### config.mk
export PLATFORM = sky130hd
export DESIGN_NAME = icw_watchdog
export DESIGN_NICKNAME = d
export VERILOG_FILES = /design/src/hw/icw_watchdog.v
export VERILOG_INCLUDE_DIRS = /design/src /design/src/inc
export SDC_FILE = /design/constraint.sdc
export NUM_CORES = 1
export LEC_CHECK = 0
export ABC_AREA = 0
export BUFFER_PORTS_ARGS = -buffer_cell sky130_fd_sc_hd__buf_2
export CAP_MARGIN = 10
export CORE_UTILIZATION = 55
export DETAILED_ROUTE_END_ITERATION = 8
export GPL_ROUTABILITY_DRIVEN = 1
export PLACE_DENSITY = 0.73
export RECOVER_POWER = 50
export SLEW_MARGIN = 20
export SYNTH_ARGS = -nofsm -noshare
export SYNTH_HDL_FRONTEND = slang
export SYNTH_SLANG_ARGS = --single-unit
### constraint.sdc
create_clock -name clock_i -period 1.3 [get_ports clock_i]
set_input_delay 0.065 -clock clock_i [delete_from_list [all_inputs] [get_ports clock_i]]
set_output_delay 0.065 -clock clock_i [all_outputs]
set_load 0.02 [all_outputs]
### src/inc/icw_defs.vh
// constants for the instruction clock watchdog
`ifndef ICW_DEFS_VH
`define ICW_DEFS_VH
`define ICW_CNT_W 16
`define ICW_CNT_INIT 16'hffff
`define ICW_CNT_ZERO 16'h0000
`define ICW_CNT_STEP 16'h0001
`endif

### src/hw/icw_watchdog.v
// instruction clock watchdog: down counter, underflow flags, enable flag, reset pin drive
//
// Behaviour
// - after reset, 16-bit counter decrements once per instruction clock from all ones
// - count pulse after reaching all ones again sets first underflow flag
// - underflow with first flag and enable flag set sets second flag and watchdog reset
// - watchdog reset turns on reset pin pull-down, driving pin low
// - watchdog reset only happens while enable flag is one
// - enable flag set on system reset and on back-up entry
// - enable flag cleared only by disable instruction directly followed by service
// - disable instruction alone leaves enable flag and watchdog running
// - service with first flag set clears it and skips, but a same-cycle underflow keeps it set; otherwise no skip
// - service skip works even while watchdog disabled
// - back-up entry reinitialises first flag and counter
// - after back-up return the watchdog is active and counting again
`timescale 1ns/100ps
`default_nettype none
`include "icw_defs.vh"

module icw_watchdog (
	// clock and reset
	input wire clock_i,
	input wire rstn_i,
	// instruction stream from the core, same clock
	input wire instr_clk_i,
	input wire watchdog_service_instr_i,
	input wire watchdog_disable_instr_i,
	input wire instr_exec_i,
	input wire backup_entry_i,
	// answers to the core
	output reg skip_next_o,
	output reg watchdog_enable_flag_o,
	output reg first_underflow_flag_o,
	output reg second_underflow_flag_o,
	output reg watchdog_reset_o,
	// reset pin, open drain: oe low drives
	output reg reset_pin_out_o,
	output reg reset_pin_oe_n_o
);

	reg rst_meta;
	reg rst_sync;
	reg [`ICW_CNT_W-1:0] watchdog_down_counter;
	reg disable_pending;
	reg started;
	wire count_pulse;
	wire underflow;
	wire [`ICW_CNT_W-1:0] next_count;

	// reset release through two flops
	always @(posedge clock_i or negedge rstn_i)
	begin
		if (!rstn_i)
		begin
			rst_meta <= 1'b0;
			rst_sync <= 1'b0;
		end
		else
		begin
			rst_meta <= 1'b1;
			rst_sync <= rst_meta;
		end
	end

	wire svc_exec;
	wire dis_exec;
	wire pair_done;
	wire counter_at_top;
	wire second_hit;

	// the core hands over one count pulse per machine cycle on this clock
	assign count_pulse = instr_clk_i;
	assign svc_exec = instr_exec_i && watchdog_service_instr_i;
	assign dis_exec = instr_exec_i && watchdog_disable_instr_i;
	// any other executed instruction in between breaks the pair
	assign pair_done = svc_exec && disable_pending;
	// underflow is the pulse after the count has wrapped back to all ones
	assign counter_at_top = (watchdog_down_counter == `ICW_CNT_INIT);
	assign underflow = count_pulse && started && counter_at_top;
	// second underflow with the flag still set; a disabled watchdog never resets
	assign second_hit = underflow && first_underflow_flag_o && watchdog_enable_flag_o;
	assign next_count = watchdog_down_counter - `ICW_CNT_STEP;

	// down counter, restarted from all ones by reset and back-up entry
	// it runs even while disabled, so re-enabling needs no reload
	always @(posedge clock_i or negedge rst_sync)
	begin
		if (!rst_sync)
		begin
			watchdog_down_counter <= `ICW_CNT_INIT;
		end
		else if (backup_entry_i)
		begin
			watchdog_down_counter <= `ICW_CNT_INIT;
		end
		else if (count_pulse)
		begin
			watchdog_down_counter <= next_count;
		end
		else
		begin
			watchdog_down_counter <= watchdog_down_counter;
		end
	end

	// started keeps the freshly loaded all ones from counting as an underflow
	// only a wrap after the first pulse may set the first flag
	always @(posedge clock_i or negedge rst_sync)
	begin
		if (!rst_sync)
		begin
			started <= 1'b0;
		end
		else if (backup_entry_i)
		begin
			started <= 1'b0;
		end
		else if (count_pulse)
		begin
			started <= 1'b1;
		end
		else
		begin
			started <= started;
		end
	end

	// remembers that the last executed instruction was the disable
	// a lone disable only arms this, it never stops the watchdog
	always @(posedge clock_i or negedge rst_sync)
	begin
		if (!rst_sync)
		begin
			disable_pending <= 1'b0;
		end
		else if (backup_entry_i)
		begin
			disable_pending <= 1'b0;
		end
		else if (instr_exec_i)
		begin
			disable_pending <= dis_exec;
		end
		else
		begin
			disable_pending <= disable_pending;
		end
	end

	// enable flag: set by reset and back-up, cleared only by the pair
	// back-up wins so the core always wakes up guarded
	always @(posedge clock_i or negedge rst_sync)
	begin
		if (!rst_sync)
		begin
			watchdog_enable_flag_o <= 1'b1;
		end
		else if (backup_entry_i)
		begin
			watchdog_enable_flag_o <= 1'b1;
		end
		else if (pair_done)
		begin
			watchdog_enable_flag_o <= 1'b0;
		end
		else
		begin
			watchdog_enable_flag_o <= watchdog_enable_flag_o;
		end
	end

	// skip request, one cycle, independent of the enable flag
	// the core must take it in the cycle it stands
	always @(posedge clock_i or negedge rst_sync)
	begin
		if (!rst_sync)
		begin
			skip_next_o <= 1'b0;
		end
		else if (backup_entry_i)
		begin
			skip_next_o <= 1'b0;
		end
		else
		begin
			skip_next_o <= svc_exec && first_underflow_flag_o;
		end
	end

	// first flag: underflow set wins over a same-cycle service clear
	// losing an underflow would hide a run-away, a spare skip is harmless
	always @(posedge clock_i or negedge rst_sync)
	begin
		if (!rst_sync)
		begin
			first_underflow_flag_o <= 1'b0;
		end
		else if (backup_entry_i)
		begin
			first_underflow_flag_o <= 1'b0;
		end
		else if (underflow)
		begin
			first_underflow_flag_o <= 1'b1;
		end
		else if (svc_exec)
		begin
			first_underflow_flag_o <= 1'b0;
		end
		else
		begin
			first_underflow_flag_o <= first_underflow_flag_o;
		end
	end

	// second flag: sticky until a system reset
	// back-up entry leaves it alone
	always @(posedge clock_i or negedge rst_sync)
	begin
		if (!rst_sync)
		begin
			second_underflow_flag_o <= 1'b0;
		end
		else if (backup_entry_i)
		begin
			second_underflow_flag_o <= second_underflow_flag_o;
		end
		else if (second_hit)
		begin
			second_underflow_flag_o <= 1'b1;
		end
		else
		begin
			second_underflow_flag_o <= second_underflow_flag_o;
		end
	end

	// watchdog reset request, held until the system reset arrives
	// holding it keeps the pin low long enough for every block to see it
	always @(posedge clock_i or negedge rst_sync)
	begin
		if (!rst_sync)
		begin
			watchdog_reset_o <= 1'b0;
		end
		else if (backup_entry_i)
		begin
			watchdog_reset_o <= watchdog_reset_o;
		end
		else if (second_hit)
		begin
			watchdog_reset_o <= 1'b1;
		end
		else
		begin
			watchdog_reset_o <= watchdog_reset_o;
		end
	end

	// reset pin pull-down: oe low turns the transistor on
	// set on the same edge as the request, so pin and flag never disagree
	always @(posedge clock_i or negedge rst_sync)
	begin
		if (!rst_sync)
		begin
			reset_pin_oe_n_o <= 1'b1;
		end
		else if (backup_entry_i)
		begin
			reset_pin_oe_n_o <= reset_pin_oe_n_o;
		end
		else if (second_hit)
		begin
			reset_pin_oe_n_o <= 1'b0;
		end
		else
		begin
			reset_pin_oe_n_o <= reset_pin_oe_n_o;
		end
	end

	// the pin is open drain: only ever driven low
	// the external pull-up supplies the high level
	always @(posedge clock_i or negedge rst_sync)
	begin
		if (!rst_sync)
		begin
			reset_pin_out_o <= 1'b0;
		end
		else if (backup_entry_i)
		begin
			reset_pin_out_o <= 1'b0;
		end
		else
		begin
			reset_pin_out_o <= 1'b0;
		end
	end

endmodule // icw_watchdog
`default_nettype wire

Word level (Yosys, flattened, before mapping)
Index checks and enable logic that the tools add are counted.

Register bits: 25. Latch bits: 0. Memory bits (writable): 0. Bits in read-only memories: 0. Input bits: 7. Word-level logic and storage cells: 38. Memories: 0.

$add $sub $neg: 1. $mul: 0. Div/mod/pow operators: 0. Order comparisons: 0. Equal/unequal tests: 1. Shift-type cells: 0. Muxes and demuxes: 12. Bitwise gates (word level): 1. Reductions and logical operators: 13.

Operators with widths (number): 2-to-1 mux 16 bit (2); == test 16 bit (second input constant) (1); subtractor 16 x 1 -> 16 bit (second input constant) (1); 2-to-1 mux 1 bit (10); logical AND 1 bit (8); nonzero test 2 bit (3); nonzero test 3 bit (1); AND reduction 2 bit (1); inverter 1 bit (1).

Depth between registers and ports, before layout
Gate-level depths: netlist of the first run.

Depth in word-level cells: 5. Mapped depth: 6. Mapped depth without buffers: 6.

Least setup slack after synthesis of the first run
OpenSTA, ideal clock, no wires.

Path type: register -> register. From: register watchdog_down_counter[0]. To: register watchdog_down_counter[14]. Library setup time: 64 ps. Arrival time: 2096 ps. Required time: 1236 ps. Slack: -860 ps. Stages on the path, launching flop included: 7. Clock period less this slack: 2160 ps. Path through: dfstp_2 inv_1 ha_1 or4b_2 or2_2 or4b_1 nand3_1.

Longest elaborated chain between the ends: 3.

RTL lines: start, declared (RTL line icw_watchdog.v:43) `` reg [`ICW_CNT_W-1:0] watchdog_down_counter; ``; start signal, assigned (RTL line icw_watchdog.v:90) `` watchdog_down_counter <= `ICW_CNT_INIT; ``; start signal, assigned (RTL line icw_watchdog.v:94) `` watchdog_down_counter <= `ICW_CNT_INIT; ``; start signal, assigned (RTL line icw_watchdog.v:98) `watchdog_down_counter <= next_count;`; subtractor 16 x 1 -> 16 bit (no line); 2-to-1 mux 16 bit (RTL line icw_watchdog.v:96) `else if (count_pulse)`; 2-to-1 mux 16 bit (RTL line icw_watchdog.v:92) `else if (backup_entry_i)`.

Every way passes these cells. The select of a mux whose other input is x is not followed. A chain may end at the register's enable or synchronous reset.

Final worst setup path of the first run
From: register watchdog_down_counter[5]. To: register watchdog_down_counter[14].

The elaborated chain is that of the path after synthesis.

==> results.toml, run 1 <==
[synth]
syn_inst = 117
synth_top_family_by_area = "simple AND/OR/NAND/NOR gates"
ys_async_sr_fraction = 1.00
avgSynthCellArea_sq_um = 10.4
synth_xor_area_frac = 0.0650
synth_area_leader_cell = "dfstp_2"
synthesis.nets = 126
synth_area_leaders = "dfstp_2 39%, dfrtp_1 14%, xnor2_1 5.1%, nand2_1 4.6%, nor2_1 3.1%"
ys.flop_type = "dfstp_2"
synth_edf_count = 0
yosys.area_share.simple = 0.278
synthMuxAreaShare = 0.0248
ys.warnings.count = 0
synthAdderAreaFrac = 0.0206
synth_compound_area_frac = 0.0361
synth_area_sq_um = 1210
synth_top_area_frac = 0.390
yosysUniqueCellTypes = 36
ys_seq_area_frac = 0.535
synth_seq_cells = 25

[floorplanning]
die_w_um = 49.0
start_util = 0.600
die_h_um = 49.0
num_rows = 16
dieArea_sq_um = 2400
core_sq_um = 2020
io-pin-count = 14

[power_and_ir_drop]
p_total_mw = 1.38
powerDensity_nw_per_um2 = 807
power.leakage_nw = 0.728
ir_drop_v = 0.000993

[timing]
min_period_ns = 2.05
fmax_mhz = 488
slew_headroom = 0.617
period_share = 1.58
rsz0062_at_grt = "true"
setup_viol = 16
hold_violations = 0
worst_slew_pin_slew_ns = 0.574
drv_slew = 0
fin_ws_ns = -0.749
finClkSkew_ns = 0.00313

[worst_setup_path]
cp_max_fo = 5
r2r_cells = 4
r2r-start = "watchdog_down_counter[5]$_DFFE_PN1P_"
worst_setup_path_start_kind = "register"
r2r_slack_ns = -0.75
crit_type = "reg2reg"
cp.required_ns = 1.56
crit_arrival_ns = 2.31
r2r_end = "watchdog_down_counter[14]$_DFFE_PN1P_"
critPathCaptureType = "register"

[routing]
dr.pass1.iters = 5
route.detailed.drc = 0
wirelength_um = 3200
drtIter0Drc = 34
vias = 1086
ant_nets = 0
vias_per_cell = 5.93
routedWlPerCell_um = 17.5

[status]
violations = "negative setup slack"
status = "finished with violations"

[place]
gp_congestion = 0.804
place_area_sq_um = 1480
numPortBuffers = 12
place_ws_ns = -0.785
hpwl_um = 1840
dp_cells = 171

[cts]
cts_buffers = 3
htree_levels = 1
clockBufferDepth = 2
insertion_delay_ns = 0.31
cts_num_sinks = 25
cts_tree = "built"
cts_root_buffer = "clkbuf_4"
clk_pin_slew_ns = 0.13

[job]
maxCapViolCount = 0

[finish]
fin_area_sq_um = 1710
drive_above_1_share = 0.513
diodes = 0
fin_cells = 183
num-nets-final = 166
synthToLayoutAreaGrowth_pct = 40.8

[worst_hold_path]
hold_class = "in2async"

[global_route]
gr-total-overflow = 0
grt_pass1_vias = 1040
antenna_found_initial = 0
grt_pass1_wl_um = 4660
grt_max_degree = 24
grt_use_total = 0.257
==> layer usage <==
metal  up-vias  part of all wire  track usage
li1        484                 -            -
met4         0             0.021       0.0588
met1       552              0.44        0.331
met3        14             0.039       0.0685
met2        36              0.50        0.433
met5         -                 0            0
==> kinds of logic (layout without fill, tap and decap cells) <==
family                     Yosys count  after routing
and+or+nand+nor                     60             60
DFF                                 25             25
xor gates and xnor gates             9              9
buffers and inverters                9             48
AOI/OAI and AO/OA                    7              7
muxes                                3              3
adders and majority gates            2              2
other                                2              2
==> Yosys cell counts (4+ instances only) <==
master,count
xnor2_1,7
nand3_1,5
nand2_1,15
dfrtp_1,7
dfstp_2,18
nor4b_1,4
nand4_1,4
nor2b_1,4
nor2_1,10
==> registers in the layout (all words and copies together), names as in the netlist <==
register                 cells
first_underflow_flag_o       1
watchdog_enable_flag_o       1
reset_pin_oe_n_o             1
rst_meta                     1
second_underflow_flag_o      1
disable_pending              1
watchdog_down_counter       16
started                      1
rst_sync                     1
skip_next_o                  1
==> per-stage QoR <==
step,TNS [ns],hold WS [ns],util
after floorplan,-5.43,-0.231,-
after global placement,-6.46,-0.150,0.732
after detailed placement,-7.05,-0.147,0.732
after CTS,-6.72,0.00838,0.822
after global routing,-7.66,0.0326,0.844
final,-6.77,0.0423,0.844
==> how the worst max path moves through the flow <==
| stage | from | to | slack [ns] | cells after the start |
|---|---|---|---|---|
| detailed placement | watchdog_down_counter[5]$_DFFE_PN1P_ | watchdog_down_counter[14]$_DFFE_PN1P_ | -0.79 | 4 |
| floorplan | watchdog_down_counter[5]$_DFFE_PN1P_ | watchdog_down_counter[14]$_DFFE_PN1P_ | -0.72 | 5 |
| global placement | watchdog_down_counter[5]$_DFFE_PN1P_ | watchdog_down_counter[15]$_DFFE_PN1P_ | -0.73 | 4 |
| global route | watchdog_down_counter[5]$_DFFE_PN1P_ | watchdog_down_counter[14]$_DFFE_PN1P_ | -0.78 | 5 |
| CTS | watchdog_down_counter[5]$_DFFE_PN1P_ | watchdog_down_counter[14]$_DFFE_PN1P_ | -0.73 | 4 |
| finish | watchdog_down_counter[5]$_DFFE_PN1P_ | watchdog_down_counter[14]$_DFFE_PN1P_ | -0.75 | 4 |
==> worst max-delay path, cell delays in order, from the launching register on <==
cell     delay, ns
dfstp_2       0.39
or4_4         0.54
or4_4         0.47
or4b_1        0.50
nand3_1       0.10
==> layout make-up <==
type | instances | area, sq um
repair buffers | 41 | 307
multi-input cells | 83 | 681
inverters | 3 | 11.3
clock buffers | 4 | 26.3
flip-flops and latches | 25 | 648
well taps | 27 | 33.8
fillers | 108 | 315
==> placed cells by master, fill, tap and decap left out, drive strengths merged, types with 5 or more instances in the layout <==
master / count
dfrtp: 7
clkbuf: 6
or4: 5
nand2: 15
nor2: 10
xnor2: 7
nand3: 5
buf: 35
dfstp: 18
==> report_power, final <==
| part | internal (mW) | switching, mW | total [mW] |
|---|---|---|---|
| sequential | 0.809 | 0.0187 | 0.827 |
| combinational | 0.0845 | 0.120 | 0.205 |
| clock | 0.120 | 0.225 | 0.345 |
==> what timing repair did <==
item / CTS / global route
setup buffers: 5 / 5
hold buffers: 4 / 0
pin swaps: 6 / 11
resized for setup: 20 / 10
endpoints found under the hold margin: 4 / 0
gates cloned: 0 / 0
endpoints found under the setup margin: 16 / 17
(Power assumes the default switching activity.)
==> run 2: changes to the inputs <==
--- a/config.mk
+++ b/config.mk
@@ -14,6 +14,7 @@
 export GPL_ROUTABILITY_DRIVEN = 1
 export PLACE_DENSITY = 0.73
 export RECOVER_POWER = 50
+export SETUP_SLACK_MARGIN = 0.2
 export SLEW_MARGIN = 20
 export SYNTH_ARGS = -nofsm -noshare
 export SYNTH_HDL_FRONTEND = slang
==> run 2 against run 1 <==
The flow still finishes with violations (negative setup slack). First-iteration DRC count is 91% higher. Worst setup slack worse by 0.10 ns. Routed wire length is 55% higher. Non-clock buffer count is 9 higher. Via count is 19% higher. Critical endpoint unchanged.
==> results.toml, run 2 (synthesis gave the netlist of run 1 again) <==
[worst_setup_path]
crit_arrival_ns = 2.42
cp_max_fo = 6
cp_slowest_cell = "or4_4"
cp.required_ns = 1.56
crit_buf_inv = 0
max_stage_delay_ns = 0.54
worst_setup_path_start_kind = "register"
crit_top_cell = "or4_4"
crit_type = "reg2reg"
path_delay_family = "simple AND/OR/NAND/NOR gates"
path_cells = "or4_4 -> or4_4 -> o41ai_1 -> nand3_1"
critPathCaptureType = "register"

[timing]
setup_viol = 18
period_share = 1.65
fmax_mhz = 465
finClkSkew_ns = 0.00254
hold_violations = 0
rsz0062_at_grt = "true"
holdWs_ns = 0.0570
worst_slew_pin_slew_ns = 0.693
drv_slew = 0
slew_headroom = 0.538
min_period_ns = 2.15
fin_ws_ns = -0.851

[place]
place_area_sq_um = 1510
hpwl_um = 1950
place_ws_ns = -0.782
numPortBuffers = 12
gp_congestion = 0.819

[routing]
vias = 1290
drtIter0Drc = 65
route.detailed.drc = 0
wirelength_um = 4960
routedWlPerCell_um = 25.8
dr.pass1.iters = 8
vias_per_cell = 6.72
ant_nets = 0

[finish]
synthToLayoutAreaGrowth_pct = 51.6
num-nets-final = 175
fillers = 77
layout_common_cells = "18 x buf_4, 18 x dfstp_2, 17 x buf_6, 14 x nand2_1, 10 x nor2_1"
largest_reg_flops = 16
diodes = 0
fin_area_sq_um = 1840
regMostFlops = "watchdog_down_counter"
drive_above_1_share = 0.552
post-route-util = 0.909

[worst_hold_path]
hold_class = "in2async"

[floorplanning]
core_sq_um = 2020
io-pin-count = 14
num_rows = 16
start_util = 0.600
die_w_um = 49.0
dieArea_sq_um = 2400
die_h_um = 49.0

[global_route]
grt_use_total = 0.371
grtUsageMet1 = 0.425
grt_pass1_wl_um = 6310
grt_max_degree = 16
use_met2 = 0.637
grt-busiest-layer = "met2"
antenna_found_initial = 0
use_met3 = 0.0561
gr-total-overflow = 0
grt_pass1_vias = 1228

[cts]
insertion_delay_ns = 0.34
cts_buffers = 3
cts_num_sinks = 25
cts_tree = "built"
clk_pin_slew_ns = 0.14
cts_root_buffer = "clkbuf_4"
clockBufferDepth = 2
htree_levels = 1

[job]
maxCapViolCount = 0

[power_and_ir_drop]
ir_drop_v = 0.000889
power.leakage_nw = 0.821
powerDensity_nw_per_um2 = 814

[status]
status = "finished with violations"
violations = "negative setup slack"
[run 2: cell types whose count changed in the layout (fill, tap and decap cells not counted), moves of 2 or more]
cell     previous run  this run
buf_2              11         9
nor4b_4             2         4
buf_6               6        17
nor4b_2             2         0
[run 2: worst paths after layout]
kind	start	to	slack (ns)	depth (start not counted)
max reg2reg	watchdog_down_counter[5]$_DFFE_PN1P_	watchdog_down_counter[14]$_DFFE_PN1P_	-0.85	4
min	rstn_i	rst_sync$_DFF_PN0_	0.06	2
min in group clock_i	instr_exec_i	skip_next_o$_DFF_PN0_	0.07	3
max in group asynchronous	rst_sync$_DFF_PN0_	first_underflow_flag_o$_DFFE_PN0P_	0.44	1
min reg2reg	rst_meta$_DFF_PN0_	rst_sync$_DFF_PN0_	0.39	0
max	watchdog_down_counter[5]$_DFFE_PN1P_	watchdog_down_counter[14]$_DFFE_PN1P_	-0.85	4
[run 2: where the power goes]
part | switching, mW | total, mW | internal, mW
Sequential | 0.0240 | 0.833 | 0.809
Combinational | 0.157 | 0.288 | 0.131
Clock | 0.258 | 0.374 | 0.116
Total | 0.439 | 1.50 | 1.06
[run 2: area by class of cell]
type | count | area (sq um) | share of cell area
Multi-Input combinational cell | 83 | 704 | 0.383
Sequential cell | 25 | 648 | 0.353
Timing Repair Buffer | 50 | 413 | 0.225
Tap cell | 27 | 33.8 | 0.0184
Clock buffer | 3 | 22.5 | 0.0123
Inverter | 3 | 11.3 | 0.00613
Clock inverter | 1 | 5.00 | 0.00272
[run 2: worst reg2reg max path, stage by stage, from the launching register on]
cell	delay, ns
dfstp_2	0.42
or4_4	0.54
or4_4	0.49
o41ai_1	0.48
nand3_1	0.15
[run 2: per-layer routing]
| metal | up-vias | wire length (um) |
|---|---|---|
| met4 | 0 | 491 |
| met1 | 605 | 1680 |
| li1 | 497 | - |
| met3 | 60 | 496 |
| met2 | 128 | 2300 |
| met5 | - | 0 |
[run 2: per-stage QoR]
step,cells,power [mW],TNS (ns)
after floorplan,117,0.944,-5.37
after global placement,172,0.998,-6.29
after detailed placement,172,1.01,-6.79
after CTS,187,1.42,-6.33
after global routing,192,1.53,-9.29
final,192,1.50,-8.48
[run 2: what timing repair did]
action / 4_1_cts / 5_1_grt
gates cloned: 0 / 0
pin swaps: 17 / 10
hold endpoints to repair: 4 / 0
setup buffers: 8 / 5
setup endpoints to repair: 20 / 21
gates resized for setup: 30 / 10
hold buffers: 3 / 0
==> run 3: changes to the inputs <==
--- a/config.mk
+++ b/config.mk
@@ -13,7 +13,7 @@
 export DETAILED_ROUTE_END_ITERATION = 8
 export GPL_ROUTABILITY_DRIVEN = 1
 export PLACE_DENSITY = 0.73
-export RECOVER_POWER = 50
+export RECOVER_POWER = 25
 export SETUP_SLACK_MARGIN = 0.2
 export SLEW_MARGIN = 20
 export SYNTH_ARGS = -nofsm -noshare
==> constraint.sdc (replaced) <==
create_clock -name clock_i -period 1.3 [get_ports clock_i]
set_input_delay 0.065 -clock clock_i [delete_from_list [all_inputs] [get_ports clock_i]]
set_output_delay 0.065 -clock clock_i [all_outputs]
set_load 0.005 [all_outputs]
==> run 3 against run 2 <==
The flow still finishes with violations (negative setup slack). Utilization fell by 4.6 points. Via count fell by 14%. Critical path depth did not move. Critical path type unchanged. Critical endpoint unchanged. Largest power group unchanged.
==> results.toml, run 3 (synthesis gave the netlist of run 1 again) <==
[timing]
hold_violations = 0
fmax_mhz = 487
min_period_ns = 2.05
finClkSkew_ns = 0.0192
setup_viol = 16
period_share = 1.58
slew_headroom = 0.631
worst_slew_pin_slew_ns = 0.553
fin_ws_ns = -0.752
rsz0062_at_grt = "true"
drv_slew = 0

[power_and_ir_drop]
seq_power_share = 0.592
powerDensity_nw_per_um2 = 801
p_sw_mw = 0.370
ir_drop_v = 0.000726
p_int_mw = 1.03
pwr-share-comb = 0.144
power.leakage_nw = 0.746
swShare = 0.265
p_total_mw = 1.40
p_clk_frac = 0.263

[status]
violations = "negative setup slack"
status = "finished with violations"

[finish]
synthToLayoutAreaGrowth_pct = 43.9
drive_above_1_share = 0.535
post-route-util = 0.863
num-nets-final = 169
fin_area_sq_um = 1740
fin_cells = 186
regMostFlops = "watchdog_down_counter"
diodes = 0
fillers = 94
layout_common_cells = "22 x buf_4, 18 x dfstp_2, 14 x nand2_1, 10 x nor2_1, 10 x buf_2"
largest_reg_flops = 16
final_common_cell = "buf_4"

[global_route]
grt_use_total = 0.290
grt_max_degree = 23
grt_pass1_wl_um = 5130
gr-total-overflow = 0
grt_pass1_vias = 1140
antenna_found_initial = 0

[floorplanning]
start_util = 0.600
die_h_um = 49.0
num_rows = 16
io-pin-count = 14
dieArea_sq_um = 2400
core_sq_um = 2020
die_w_um = 49.0

[routing]
route.detailed.drc = 0
vias_per_cell = 5.97
wirelength_um = 3580
drtIter0Drc = 53
vias = 1110
routedWlPerCell_um = 19.3
dr.pass1.iters = 4
ant_nets = 0

[worst_setup_path]
r2r-start = "watchdog_down_counter[5]$_DFFE_PN1P_"
r2r_end = "watchdog_down_counter[14]$_DFFE_PN1P_"
r2r_slack_ns = -0.75
cp.required_ns = 1.57
worst_setup_path_start_kind = "register"
crit_arrival_ns = 2.32
r2r_cells = 4
crit_type = "reg2reg"
cp_max_fo = 6
critPathCaptureType = "register"

[cts]
cts_tree = "built"
htree_levels = 1
clockBufferDepth = 2
clk_pin_slew_ns = 0.15
cts_num_sinks = 25
insertion_delay_ns = 0.34
cts_root_buffer = "clkbuf_4"
cts_buffers = 3

[worst_hold_path]
hold_class = "in2async"

[place]
place_area_sq_um = 1520
hpwl_um = 1960
dp_cells = 174
gp_congestion = 0.819
numPortBuffers = 12

[job]
maxCapViolCount = 0
==> run 3: critical path, stage by stage (launching register included) <==
cell and delay (ns):
dfstp_2 0.40, or4_4 0.54, or4_4 0.48, or4b_1 0.49
nand3_1 0.08
==> run 3: stage by stage <==
step,setup TNS [ns],hold slack (ns),setup slack (ns)
4_1_cts,-6.41,0.0183,-0.724
5_1_grt,-7.74,0.0316,-0.766
2_1_floorplan,-5.37,-0.231,-0.718
3_3_place_gp,-6.25,-0.150,-0.715
6_report,-7.11,0.0361,-0.752
3_5_place_dp,-6.82,-0.147,-0.755
==> run 3: worst max-delay path by stage <==
stage | start | end | cells past startpoint
floorplan | watchdog_down_counter[5]$_DFFE_PN1P_ | watchdog_down_counter[14]$_DFFE_PN1P_ | 5
global placement | watchdog_down_counter[5]$_DFFE_PN1P_ | watchdog_down_counter[15]$_DFFE_PN1P_ | 4
detailed placement | watchdog_down_counter[5]$_DFFE_PN1P_ | watchdog_down_counter[15]$_DFFE_PN1P_ | 4
CTS | watchdog_down_counter[5]$_DFFE_PN1P_ | watchdog_down_counter[14]$_DFFE_PN1P_ | 4
finish | watchdog_down_counter[5]$_DFFE_PN1P_ | watchdog_down_counter[14]$_DFFE_PN1P_ | 4
global route | watchdog_down_counter[5]$_DFFE_PN1P_ | watchdog_down_counter[14]$_DFFE_PN1P_ | 4
==> run 3: repair_timing <==
action,4_1_cts,5_1_grt
endpoints found under the setup margin,18,20
hold endpoints to repair,4,0
pin swaps,12,7
gates resized for setup,18,7
hold buffers,3,0
setup buffers,3,2
==> run 3: per-layer routing <==
metal | up-vias | routed length [um] | part of all wire | global-route usage
li1 | 487 | - | - | -
met1 | 580 | 1470 | 0.41 | 0.324
met2 | 34 | 1880 | 0.53 | 0.532
met3 | 9 | 135 | 0.038 | 0.0343
met4 | 0 | 99 | 0.028 | 0.157
met5 | - | 0 | 0 | 0
==> run 3: final cells by class <==
type                            instances  area, sq um  area share
Inverter                                3         11.3     0.00646
Tap cell                               27         33.8      0.0194
Timing Repair Buffer                   44          333       0.191
Multi-Input combinational cell         83          692       0.397
Sequential cell                        25          648       0.372
Clock buffer                            4         26.3      0.0151
==> run 3: power by group through the flow <==
stage / Clock, mW / Sequential [mW] / Combinational [mW]
final: 0.368 / 0.827 / 0.202
after CTS: 0.358 / 0.826 / 0.176
after global placement: 0 / 0.834 / 0.137
after global routing: 0.396 / 0.829 / 0.217
after floorplan: 0 / 0.847 / 0.0765
after detailed placement: 0 / 0.836 / 0.143
